**src/frtc_pkg.sv**
```systemverilog
// Package of constants and carrier types for the timer and capture block
package frtc_pkg;
  // ------------------------------------------------------------
  // Timing
  // ------------------------------------------------------------
  localparam int CLK_PERIOD_NS = 20;
  localparam int TICK_PERIOD_NS = 1000;
  localparam int TICK_CYCLES = TICK_PERIOD_NS / CLK_PERIOD_NS;
  localparam int MS_EVENT_US = 1024;
  localparam int MS_CARRY_BITS = $clog2(MS_EVENT_US);
  localparam int PRESC_W = $clog2(TICK_CYCLES);
  localparam logic [PRESC_W-1:0] PRESC_LAST = PRESC_W'(TICK_CYCLES - 1);

  // ------------------------------------------------------------
  // Reset values and slice shifts
  // ------------------------------------------------------------
  localparam logic [15:0] FRT_RESET = 16'h0000;
  localparam logic [11:0] PIT_RESET = 12'h000;
  localparam logic [7:0] CAP_RESET = 8'h00;
  localparam logic [3:0] SLICE_SH0 = 4'h0;
  localparam logic [3:0] SLICE_SH1 = 4'h2;
  localparam logic [3:0] SLICE_SH2 = 4'h4;
  localparam logic [3:0] SLICE_SH3 = 4'h8;

  // ------------------------------------------------------------
  // Carrier types
  // ------------------------------------------------------------
  typedef struct packed {
    logic [1:0] rise_en;
    logic [1:0] fall_en;
    logic       gang;
    logic [1:0] slice_sel;
  } frtc_cap_cfg_t;

  typedef struct packed {
    logic       enable;
    logic [11:0] reload;
  } frtc_pit_cfg_t;
endpackage

```
**src/frtc_timer.sv**
```systemverilog
// Free-running timer, edge capture channels and interval timer
`timescale 1ns/10ps
// Notes on behaviour
// - A 16-bit free-running counter raises a wrap request on each roll to zero.
// - A 1.024 ms periodic event is its own request, apart from the wrap.
// - A selected pin edge copies a chosen 8-bit slice of the counter.
// - Each pin has a rising-edge and a falling-edge holding register.
// - In gang mode both channels hold one 16-bit capture of the counter.
// - Each capture raises a request for its own channel, except in gang mode, where only channel 0 raises one.
// - A 12-bit interval timer raises a request each time its interval ends.
module frtc_timer #(
  parameter int          TICK_DIV    = frtc_pkg::TICK_CYCLES,
  // Start value lets a short run reach the roll to zero
  parameter logic [15:0] START_COUNT = frtc_pkg::FRT_RESET
) (
  input  wire logic                    CORE_CLK,
  input  wire logic                    RESETN,
  input  wire logic [1:0]              CAP_PIN,
  input  wire frtc_pkg::frtc_cap_cfg_t CAP_CFG,
  input  wire frtc_pkg::frtc_pit_cfg_t PIT_CFG,
  output logic [15:0]                  FRT_COUNT,
  output logic [1:0][7:0]              CAP_RISE,
  output logic [1:0][7:0]              CAP_FALL,
  output logic                         FRT_WRAP_IRQ,
  output logic                         MS_IRQ,
  output logic [1:0]                   CAP_IRQ,
  output logic                         PIT_IRQ
);
  // ------------------------------------------------------------
  // Microsecond prescaler
  // ------------------------------------------------------------
  // Width follows the divider so any TICK_DIV of 2 or more fits the prescaler
  localparam int            PW         = $clog2(TICK_DIV);
  localparam int            DIV_LAST_I = TICK_DIV - 1;
  localparam logic [PW-1:0] DIV_LAST   = DIV_LAST_I[PW-1:0];

  logic [PW-1:0] presc_r;
  logic [PW-1:0] presc_nxt;
  logic          tick;

  assign tick = (presc_r == DIV_LAST);

  always_comb begin
    if (tick) begin
      presc_nxt = '0;
    end else begin
      presc_nxt = presc_r + 1'b1;
    end
  end

  always_ff @(posedge CORE_CLK) begin
    if (!RESETN) begin
      presc_r <= '0;
    end else begin
      presc_r <= presc_nxt;
    end
  end

  // ------------------------------------------------------------
  // Free-running counter and its events
  // ------------------------------------------------------------
  logic [15:0] cnt_r;
  logic [15:0] cnt_nxt;
  logic        wrap_r;
  logic        wrap_nxt;
  logic        ms_r;
  logic        ms_nxt;

  always_comb begin
    cnt_nxt  = cnt_r;
    wrap_nxt = 1'b0;
    ms_nxt   = 1'b0;
    if (tick) begin
      cnt_nxt  = cnt_r + 16'h0001;
      wrap_nxt = (cnt_r == 16'hffff);
      // Carry out of the low ten bits marks each 1024 us
      ms_nxt   = &cnt_r[frtc_pkg::MS_CARRY_BITS-1:0];
    end
  end

  always_ff @(posedge CORE_CLK) begin
    if (!RESETN) begin
      cnt_r  <= START_COUNT;
      wrap_r <= 1'b0;
      ms_r   <= 1'b0;
    end else begin
      cnt_r  <= cnt_nxt;
      wrap_r <= wrap_nxt;
      ms_r   <= ms_nxt;
    end
  end

  assign FRT_COUNT    = cnt_r;
  assign FRT_WRAP_IRQ = wrap_r;
  assign MS_IRQ       = ms_r;

  // ------------------------------------------------------------
  // Capture channels
  // ------------------------------------------------------------
  logic [1:0]      pin_prev_r;
  logic [1:0][7:0] rise_r;
  logic [1:0][7:0] rise_nxt;
  logic [1:0][7:0] fall_r;
  logic [1:0][7:0] fall_nxt;
  logic [1:0]      cirq_r;
  logic [1:0]      cirq_nxt;
  logic [1:0]      rise_hit;
  logic [1:0]      fall_hit;
  logic [3:0]      shift;
  logic [7:0]      slice;

  always_comb begin
    unique case (CAP_CFG.slice_sel)
      2'h0: shift = frtc_pkg::SLICE_SH0;
      2'h1: shift = frtc_pkg::SLICE_SH1;
      2'h2: shift = frtc_pkg::SLICE_SH2;
      2'h3: shift = frtc_pkg::SLICE_SH3;
    endcase
  end

  assign slice = 8'(cnt_r >> shift);

  always_comb begin
    rise_nxt = rise_r;
    fall_nxt = fall_r;
    cirq_nxt = 2'h0;
    for (int i = 0; i < 2; i++) begin
      rise_hit[i] = CAP_PIN[i] & ~pin_prev_r[i] & CAP_CFG.rise_en[i];
      fall_hit[i] = ~CAP_PIN[i] & pin_prev_r[i] & CAP_CFG.fall_en[i];
    end
    if (CAP_CFG.gang) begin
      // Channel 0 pin and enables drive the full-width capture
      if (rise_hit[0]) begin
        rise_nxt[0] = cnt_r[7:0];
        rise_nxt[1] = cnt_r[15:8];
      end
      if (fall_hit[0]) begin
        fall_nxt[0] = cnt_r[7:0];
        fall_nxt[1] = cnt_r[15:8];
      end
      cirq_nxt[0] = rise_hit[0] | fall_hit[0];
    end else begin
      for (int i = 0; i < 2; i++) begin
        if (rise_hit[i]) begin
          rise_nxt[i] = slice;
        end
        if (fall_hit[i]) begin
          fall_nxt[i] = slice;
        end
        cirq_nxt[i] = rise_hit[i] | fall_hit[i];
      end
    end
  end

  always_ff @(posedge CORE_CLK) begin
    if (!RESETN) begin
      pin_prev_r <= 2'h0;
      rise_r     <= {2{frtc_pkg::CAP_RESET}};
      fall_r     <= {2{frtc_pkg::CAP_RESET}};
      cirq_r     <= 2'h0;
    end else begin
      pin_prev_r <= CAP_PIN;
      rise_r     <= rise_nxt;
      fall_r     <= fall_nxt;
      cirq_r     <= cirq_nxt;
    end
  end

  assign CAP_RISE = rise_r;
  assign CAP_FALL = fall_r;
  assign CAP_IRQ  = cirq_r;

  // ------------------------------------------------------------
  // Programmable interval timer
  // ------------------------------------------------------------
  logic [11:0] pit_r;
  logic [11:0] pit_nxt;
  logic        pirq_r;
  logic        pirq_nxt;

  always_comb begin
    pit_nxt  = pit_r;
    pirq_nxt = 1'b0;
    if (!PIT_CFG.enable) begin
      // Preload while idle so the first interval is full length
      pit_nxt = PIT_CFG.reload;
    end else if (tick) begin
      if (pit_r == 12'h000) begin
        pit_nxt  = PIT_CFG.reload;
        pirq_nxt = 1'b1;
      end else begin
        pit_nxt = pit_r - 12'h001;
      end
    end
  end

  always_ff @(posedge CORE_CLK) begin
    if (!RESETN) begin
      pit_r  <= frtc_pkg::PIT_RESET;
      pirq_r <= 1'b0;
    end else begin
      pit_r  <= pit_nxt;
      pirq_r <= pirq_nxt;
    end
  end

  assign PIT_IRQ = pirq_r;
endmodule
```
**config.mk**
```make
export PLATFORM = sky130hd
export DESIGN_NAME = frtc_timer
export DESIGN_NICKNAME = d
export VERILOG_FILES = /design/src/frtc_pkg.sv /design/src/frtc_timer.sv
export SDC_FILE = /design/constraint.sdc
export NUM_CORES = 1
export LEC_CHECK = 0
export ABC_AREA = 1
export BUFFER_PORTS_ARGS = -buffer_cell sky130_fd_sc_hd__buf_2
export CORE_MARGIN = 10
export CORE_UTILIZATION = 45
export CTS_CLUSTER_SIZE = 20
export DETAILED_ROUTE_END_ITERATION = 7
export PLACE_DENSITY = 0.67
export SYNTH_ARGS = -nofsm -noshare
export SYNTH_HDL_FRONTEND = slang
export SYNTH_SLANG_ARGS = --single-unit
```
**constraint.sdc**
```tcl
create_clock -name CORE_CLK -period 3.27 [get_ports CORE_CLK]
set_input_delay 0.4905 -clock CORE_CLK [delete_from_list [all_inputs] [get_ports CORE_CLK]]
set_output_delay 0.4905 -clock CORE_CLK [all_outputs]
set_load 0.03 [all_outputs]
```
Yosys cells after proc, flatten, opt, wreduce, memory -nomap -nowiden
Index checks and enable logic that the tools add are counted.
{"block": "totals", "register_bits": 73, "latchBits": 0, "ramBits": 0, "romBits": 0, "in_bits": 24, "output_inout_bits": 53, "wordCells": 64, "n_memories": 0}
{"block": "op_classes", "n_addsub": 3, "mul": 0, "div_mod_pow": 0, "n_lt_le_gt_ge": 0, "eq_ne": 8, "n_shift": 1, "muxes": 13, "bitwise_logic": 15, "n_reduce_logical": 11}
{"operator": "16-bit two-way mux", "n": 4}
{"operator": "12-bit two-way mux", "n": 3}
{"operator": "8-bit two-way mux", "n": 4}
{"operator": "16-bit by 1-bit adder with 16-bit output (second input constant)", "n": 1}
{"operator": "16-bit equality test (second input constant)", "n": 1}
{"operator": "4-bit one-hot mux with 4 select lines", "n": 1}
{"operator": "16-bit by 4-bit >> shifter with 8-bit output", "n": 1}
{"operator": "12-bit zero test", "n": 1}
{"operator": "12-bit by 1-bit subtractor with 12-bit output (second input constant)", "n": 1}
{"operator": "10-bit AND reduction", "n": 1}
{"operator": "1-bit bitwise AND", "n": 8}
{"operator": "6-bit by 1-bit adder with 6-bit output (second input constant)", "n": 1}
{"operator": "6-bit equality test (second input constant)", "n": 1}
{"operator": "2-bit by 1-bit inequality test with 1-bit output (second input constant)", "n": 3}
{"operator": "2-bit AND reduction", "n": 3}
{"operator": "1-bit inverter", "n": 5}
{"operator": "2-bit equality test (second input constant)", "n": 2}
{"operator": "2-bit nonzero test", "n": 2}
{"operator": "2-bit OR reduction", "n": 2}
{"operator": "3-bit AND reduction", "n": 1}
{"operator": "2-bit by 1-bit equality test with 1-bit output (second input constant)", "n": 1}
{"operator": "2-bit zero test", "n": 1}
{"operator": "1-bit OR", "n": 2}
{"operator": "1-bit two-way mux", "n": 1}

Longest topological paths before layout
{"block": "depth", "ltp_word": 5, "mapped_depth": 11, "mapped_depth_nobuf": 11}

Worst setup path after synthesis
Ideal clock, no wire load.
{"block": "synth_timing", "path_type": "register -> register", "from": "register cnt_r[1], in the netlist FRT_COUNT[1]", "to": "register cnt_r[10], in the netlist FRT_COUNT[10]", "setup_ns": 0.116, "arrival_ns": 1.666, "required_time_ns": 3.154, "slack_ns": 1.489, "stages_incl_launch_ff": 9, "n_path_buf": 0, "synth_period_minus_slack_ns": 1.781, "path_cell_list": "dfxtp_1 -> ha_1 -> nand2_1 -> nor2_1 -> nand3_1 -> nor2_4 -> nand3b_1 -> o21ai_0 -> nor2_1"}
{"block": "synth_between", "elab_chain_cells": 1}
{"element": "from (decl)", "line": "frtc_timer.sv:62", "text": "logic [15:0] cnt_r;"}
{"element": "from (signal assigned)", "line": "frtc_timer.sv:87", "text": "cnt_r <= cnt_nxt;"}
{"element": "16-bit by 1-bit adder with 16-bit output", "line": "frtc_timer.sv:74", "text": "cnt_nxt = cnt_r + 16'h0001;"}
No other way between the ends.
A chain may end at the register's enable or synchronous reset.

Final worst setup path
{"block": "layout_timing", "from": "input port CAP_CFG[2] in the netlist's numbering", "to": "register rise_r, in the netlist CAP_RISE[12]"}
{"block": "layout_between", "elab_chain_cells": 2, "elab_cells_between_ends": 4, "classes_between": "eq/ne: 1; mux: 1; reduce/logical: 2"}
{"element": "from (decl)", "line": "frtc_timer.sv:19", "text": "input wire frtc_pkg::frtc_cap_cfg_t CAP_CFG,"}
{"element": "2-bit by 1-bit inequality test with 1-bit output (no source line) or 2-bit nonzero test (tied branches)"}
{"element": "2-bit AND reduction (no source line)"}
{"element": "to (signal assigned)", "line": "frtc_timer.sv:158", "text": "rise_r <= {2{frtc_pkg::CAP_RESET}};"}
{"element": "to (signal assigned)", "line": "frtc_timer.sv:163", "text": "rise_r <= rise_nxt;"}
{"element": "to (decl)", "line": "frtc_timer.sv:101", "text": "logic [1:0][7:0] rise_r;"}
Several ways; a longest one is shown, not always the timed one.

==> metrics.md <==
| Metric | Value |
|---|---|
| Post-synthesis cell count | 610 |
| Worst vdd ir | 0.1910 mV |
| Port Buffers | 76 |
| Count leader, synth | nand2_1 |
| CP peak stage delay | 0.74 ns |
| Area of the core | 8593 sq um |
| # diodes | 0 |
| Setup crit end kind | flip-flop |
| Yosys top cell by area | dfxtp_1 |
| Non-Filler Instances | 798 |
| RSZ-0062 raised after global routing | no |
| TritonCTS Buffers | 9 |
| Top post-synthesis cells by area | dfxtp_1 (37%), nand2_1 (14%), inv_1 (9.1%), nand3_1 (8.8%), nor2_1 (7.4%) |
| Post-DRT Antenna Nets | 0 |
| Vias in the first global route | 3,690 |
| Least-Margin Pin Slew | 0.8700 ns |
| FMAX | 531.0 MHz |
| Distinct cells, synth | 34 |
| Initial DRC count | 248 |
| H-tree depth | 3 |
| Final Max Tran Viols | 0 |
| Outcome | finished clean |
| P&R area growth vs syn | 16.91% |
| Post-Synth Adder-Cell Area | 0.01592 |
| Post-synthesis sequential area ratio | 0.3720 |
| EDFF count, synth | 0 |
| Avg Inst Size Synth | 6.441 sq um |
| Fill cells | 902 |
| Arrival @ worst endpoint | 2.18 ns |
| Post-CTS setup buffer count | 0 |
| DR pass1 iterations | 5 |
| Largest net degree at the start of global routing | 35 |
| Top delay family on crit path | compound AO/OA/AOI/OAI gates |
| Synth top area share | 0.3720 |
| Post-cts resize count | 0 |
| Routed via count | 3,998 |
| Final Util | 0.5345 |
| Die Ht | 113.4 um |
| Drt drc | 0 |
| Hold Vio Cnt, Final | 0 |
| Setup CP Type | primary input to flip-flop |
| Hold WC Path Type | primary input to flip-flop |
| Die area | 12,870 sq um |
| Max_slew headroom | 0.4161 |
| Multiplexer share of the synthesized area | 0 |
| Worst Skew | 0.01236 ns |
| Compound-cell area share of the yosys netlist | 0.1041 |
| Main combinational cell family by area after synthesis | simple AND/OR/NAND/NOR gates |
| Synthesized area | 3929 sq um |
| Hold-fix buffers, CTS | 0 |
| Vias/cell | 5.010 |
| Worst path slowest cell | o21ai_1 |
| Avg WL per Cell | 13.90 um |
| Sequential cell area | 1461 sq um |
| Period Utilization, post-route | 0.5759 |
| Data required time of the worst path | 3.57 ns |
| Max-Cap Viols | 0 |
| Clock Sinks | 73 |
| Critical Path, Cell by Cell | buf_2 -> inv_1 -> o21ai_1 -> or2_2 -> nand3_1 -> inv_1 |
| PD cells | 439.9 nW/um^2 |
| Synth async-reset ratio | 0 |
| Worst-path clk slew | 0.08 ns |
| Setup-failing EPs final | 0 |
| Starting Density | 0.4572 |
| Maximum buffer depth of the clock tree | 2 |
| Xor and xnor area share after synthesis | 0.01338 |
| Initial antenna violation count | 0 |
| WL final | 11.10 mm |
| Share of cells above drive strength 1 | 0.1797 |
| Multi-input gate area | 2003 sq um |
| First-pass GRT wire length | 18.14 mm |
| Ports | 77 |
| Layout net count | 714 |
| Max FO, Critical Path | 22 |
| Synth Register Bits | 73 |
| Gr ovfl total | 0 |
| Clk_lat worst skew | 0.35 ns |
| Row cnt | 34 |
| Dpl hpwl | 8.488 mm |
| Syn Nets | 639 |
| Leakage | 2.405 nW |
| Synth Area in Simple Gates | 0.3764 |
| Final Critical Period | 1.883 ns |
| Ys flop type | dfxtp_1 |
| Critical Path Most Common Cell | inv_1 |
| TNS Setup | 0 ns |
| CP Buf/Inv Count | 3 |
| Leading cell types by count after synthesis | nand2_1 (145), inv_1 (95), nor2_1 (77) |
| CTS root buf | clkbuf_8 |
| Placed Cells | 782 |
| TritonCTS clock tree | done |
| DIE WIDTH | 113.4 um |
| Total track usage | 0.1698 |
| Yosys warning count | 0 |
| CP Launch Type | primary input |
| GP Congestion | 0.9393 |
per-stage QoR:
step | setup slack, ns | hold slack [ns] | instance area, sq um | power, W
2_1_floorplan | 1.489 | 0.4452 | 3929 | 0.001221
3_3_place_gp | 1.121 | 0.4661 | 4388 | 0.001301
3_5_place_dp | 1.060 | 0.4910 | 4388 | 0.001306
4_1_cts | 1.388 | 0.3408 | 4593 | 0.002040
5_1_grt | 1.142 | 0.3515 | 4593 | 0.002125
6_report | 1.387 | 0.3491 | 4593 | 0.002021
logic make-up (layout without fill, tap and decap cells):
group | count (synthesis) | count (layout)
XOR/XNOR | 6 | 6
AND/OR/NAND/NOR | 334 | 334
flip-flops | 73 | 73
adder cells (fa/ha/maj) | 5 | 5
AO/OA/AOI/OAI | 77 | 77
buffers and inverters | 115 | 195
cell type report:
cell class,instances,area share
Multi-Input combinational cell,422,0.4361
Clock inverter,5,0.01171
Timing Repair Buffer,79,0.08771
Clock buffer,11,0.03296
Inverter,100,0.08390
Tap cell,108,0.02942
Sequential cell,73,0.3182
power breakdown:
group	switching [W]	internal, W	total (W)
sequential	0.0000292	0.000928	0.000957
combinational	0.000219	0.000112	0.000330
clock	0.000342	0.000392	0.000734
tightest hold or removal path, stage by stage:
cell	delay (ns)
buf_2	0.10
nand2_1	0.04
inv_1	0.04
final timing paths:
kind | from | cells past startpoint | to | slack (ns)
max | CAP_CFG[2] | 6 | CAP_RISE[12]$_SDFFE_PN0P_ | 1.39
min reg2reg | presc_r[3]$_SDFF_PP0_ | 2 | presc_r[3]$_SDFF_PP0_ | 0.51
min | CAP_PIN[1] | 3 | pin_prev_r[1]$_SDFF_PN0_ | 0.35
max reg2reg | FRT_COUNT[1]$_SDFFE_PN0P_ | 8 | FRT_COUNT[10]$_SDFFE_PN0P_ | 1.39
placed cells by master (no fill, tap or decap), types with 3 or more instances in the layout:
| master | n |
|---|---|
| o21ai_1 | 8 |
| clkinv_2 | 3 |
| clkbuf_8 | 11 |
| nand4_1 | 7 |
| inv_2 | 3 |
| dfxtp_1 | 73 |
| nor2_1 | 77 |
| nor3_1 | 13 |
| inv_1 | 95 |
| a21oi_1 | 29 |
| buf_4 | 3 |
| nor2_2 | 4 |
| nand3_1 | 69 |
| o21ai_0 | 32 |
| or2_2 | 8 |
| ha_1 | 5 |
| xor2_1 | 4 |
| nand2_1 | 145 |
| buf_2 | 76 |
| nand3_2 | 3 |
per-layer routing:
layer / GRT usage / up-vias / part of all wire
met5: 0 / - / 0
met4: 0.06261 / 0 / 0.016
met3: 0.04724 / 15 / 0.074
met2: 0.2657 / 128 / 0.44
met1: 0.2178 / 1776 / 0.47
li1: - / 2079 / -
state kept, by name, summed over array words and instances, names as in the netlist:
name          count
FRT_WRAP_IRQ      1
CAP_IRQ           2
CAP_FALL         16
MS_IRQ            1
pin_prev_r        2
CAP_RISE         16
pit_r            12
presc_r           6
FRT_COUNT        16
PIT_IRQ           1
Note: power is estimated with default switching activity, not from simulation.
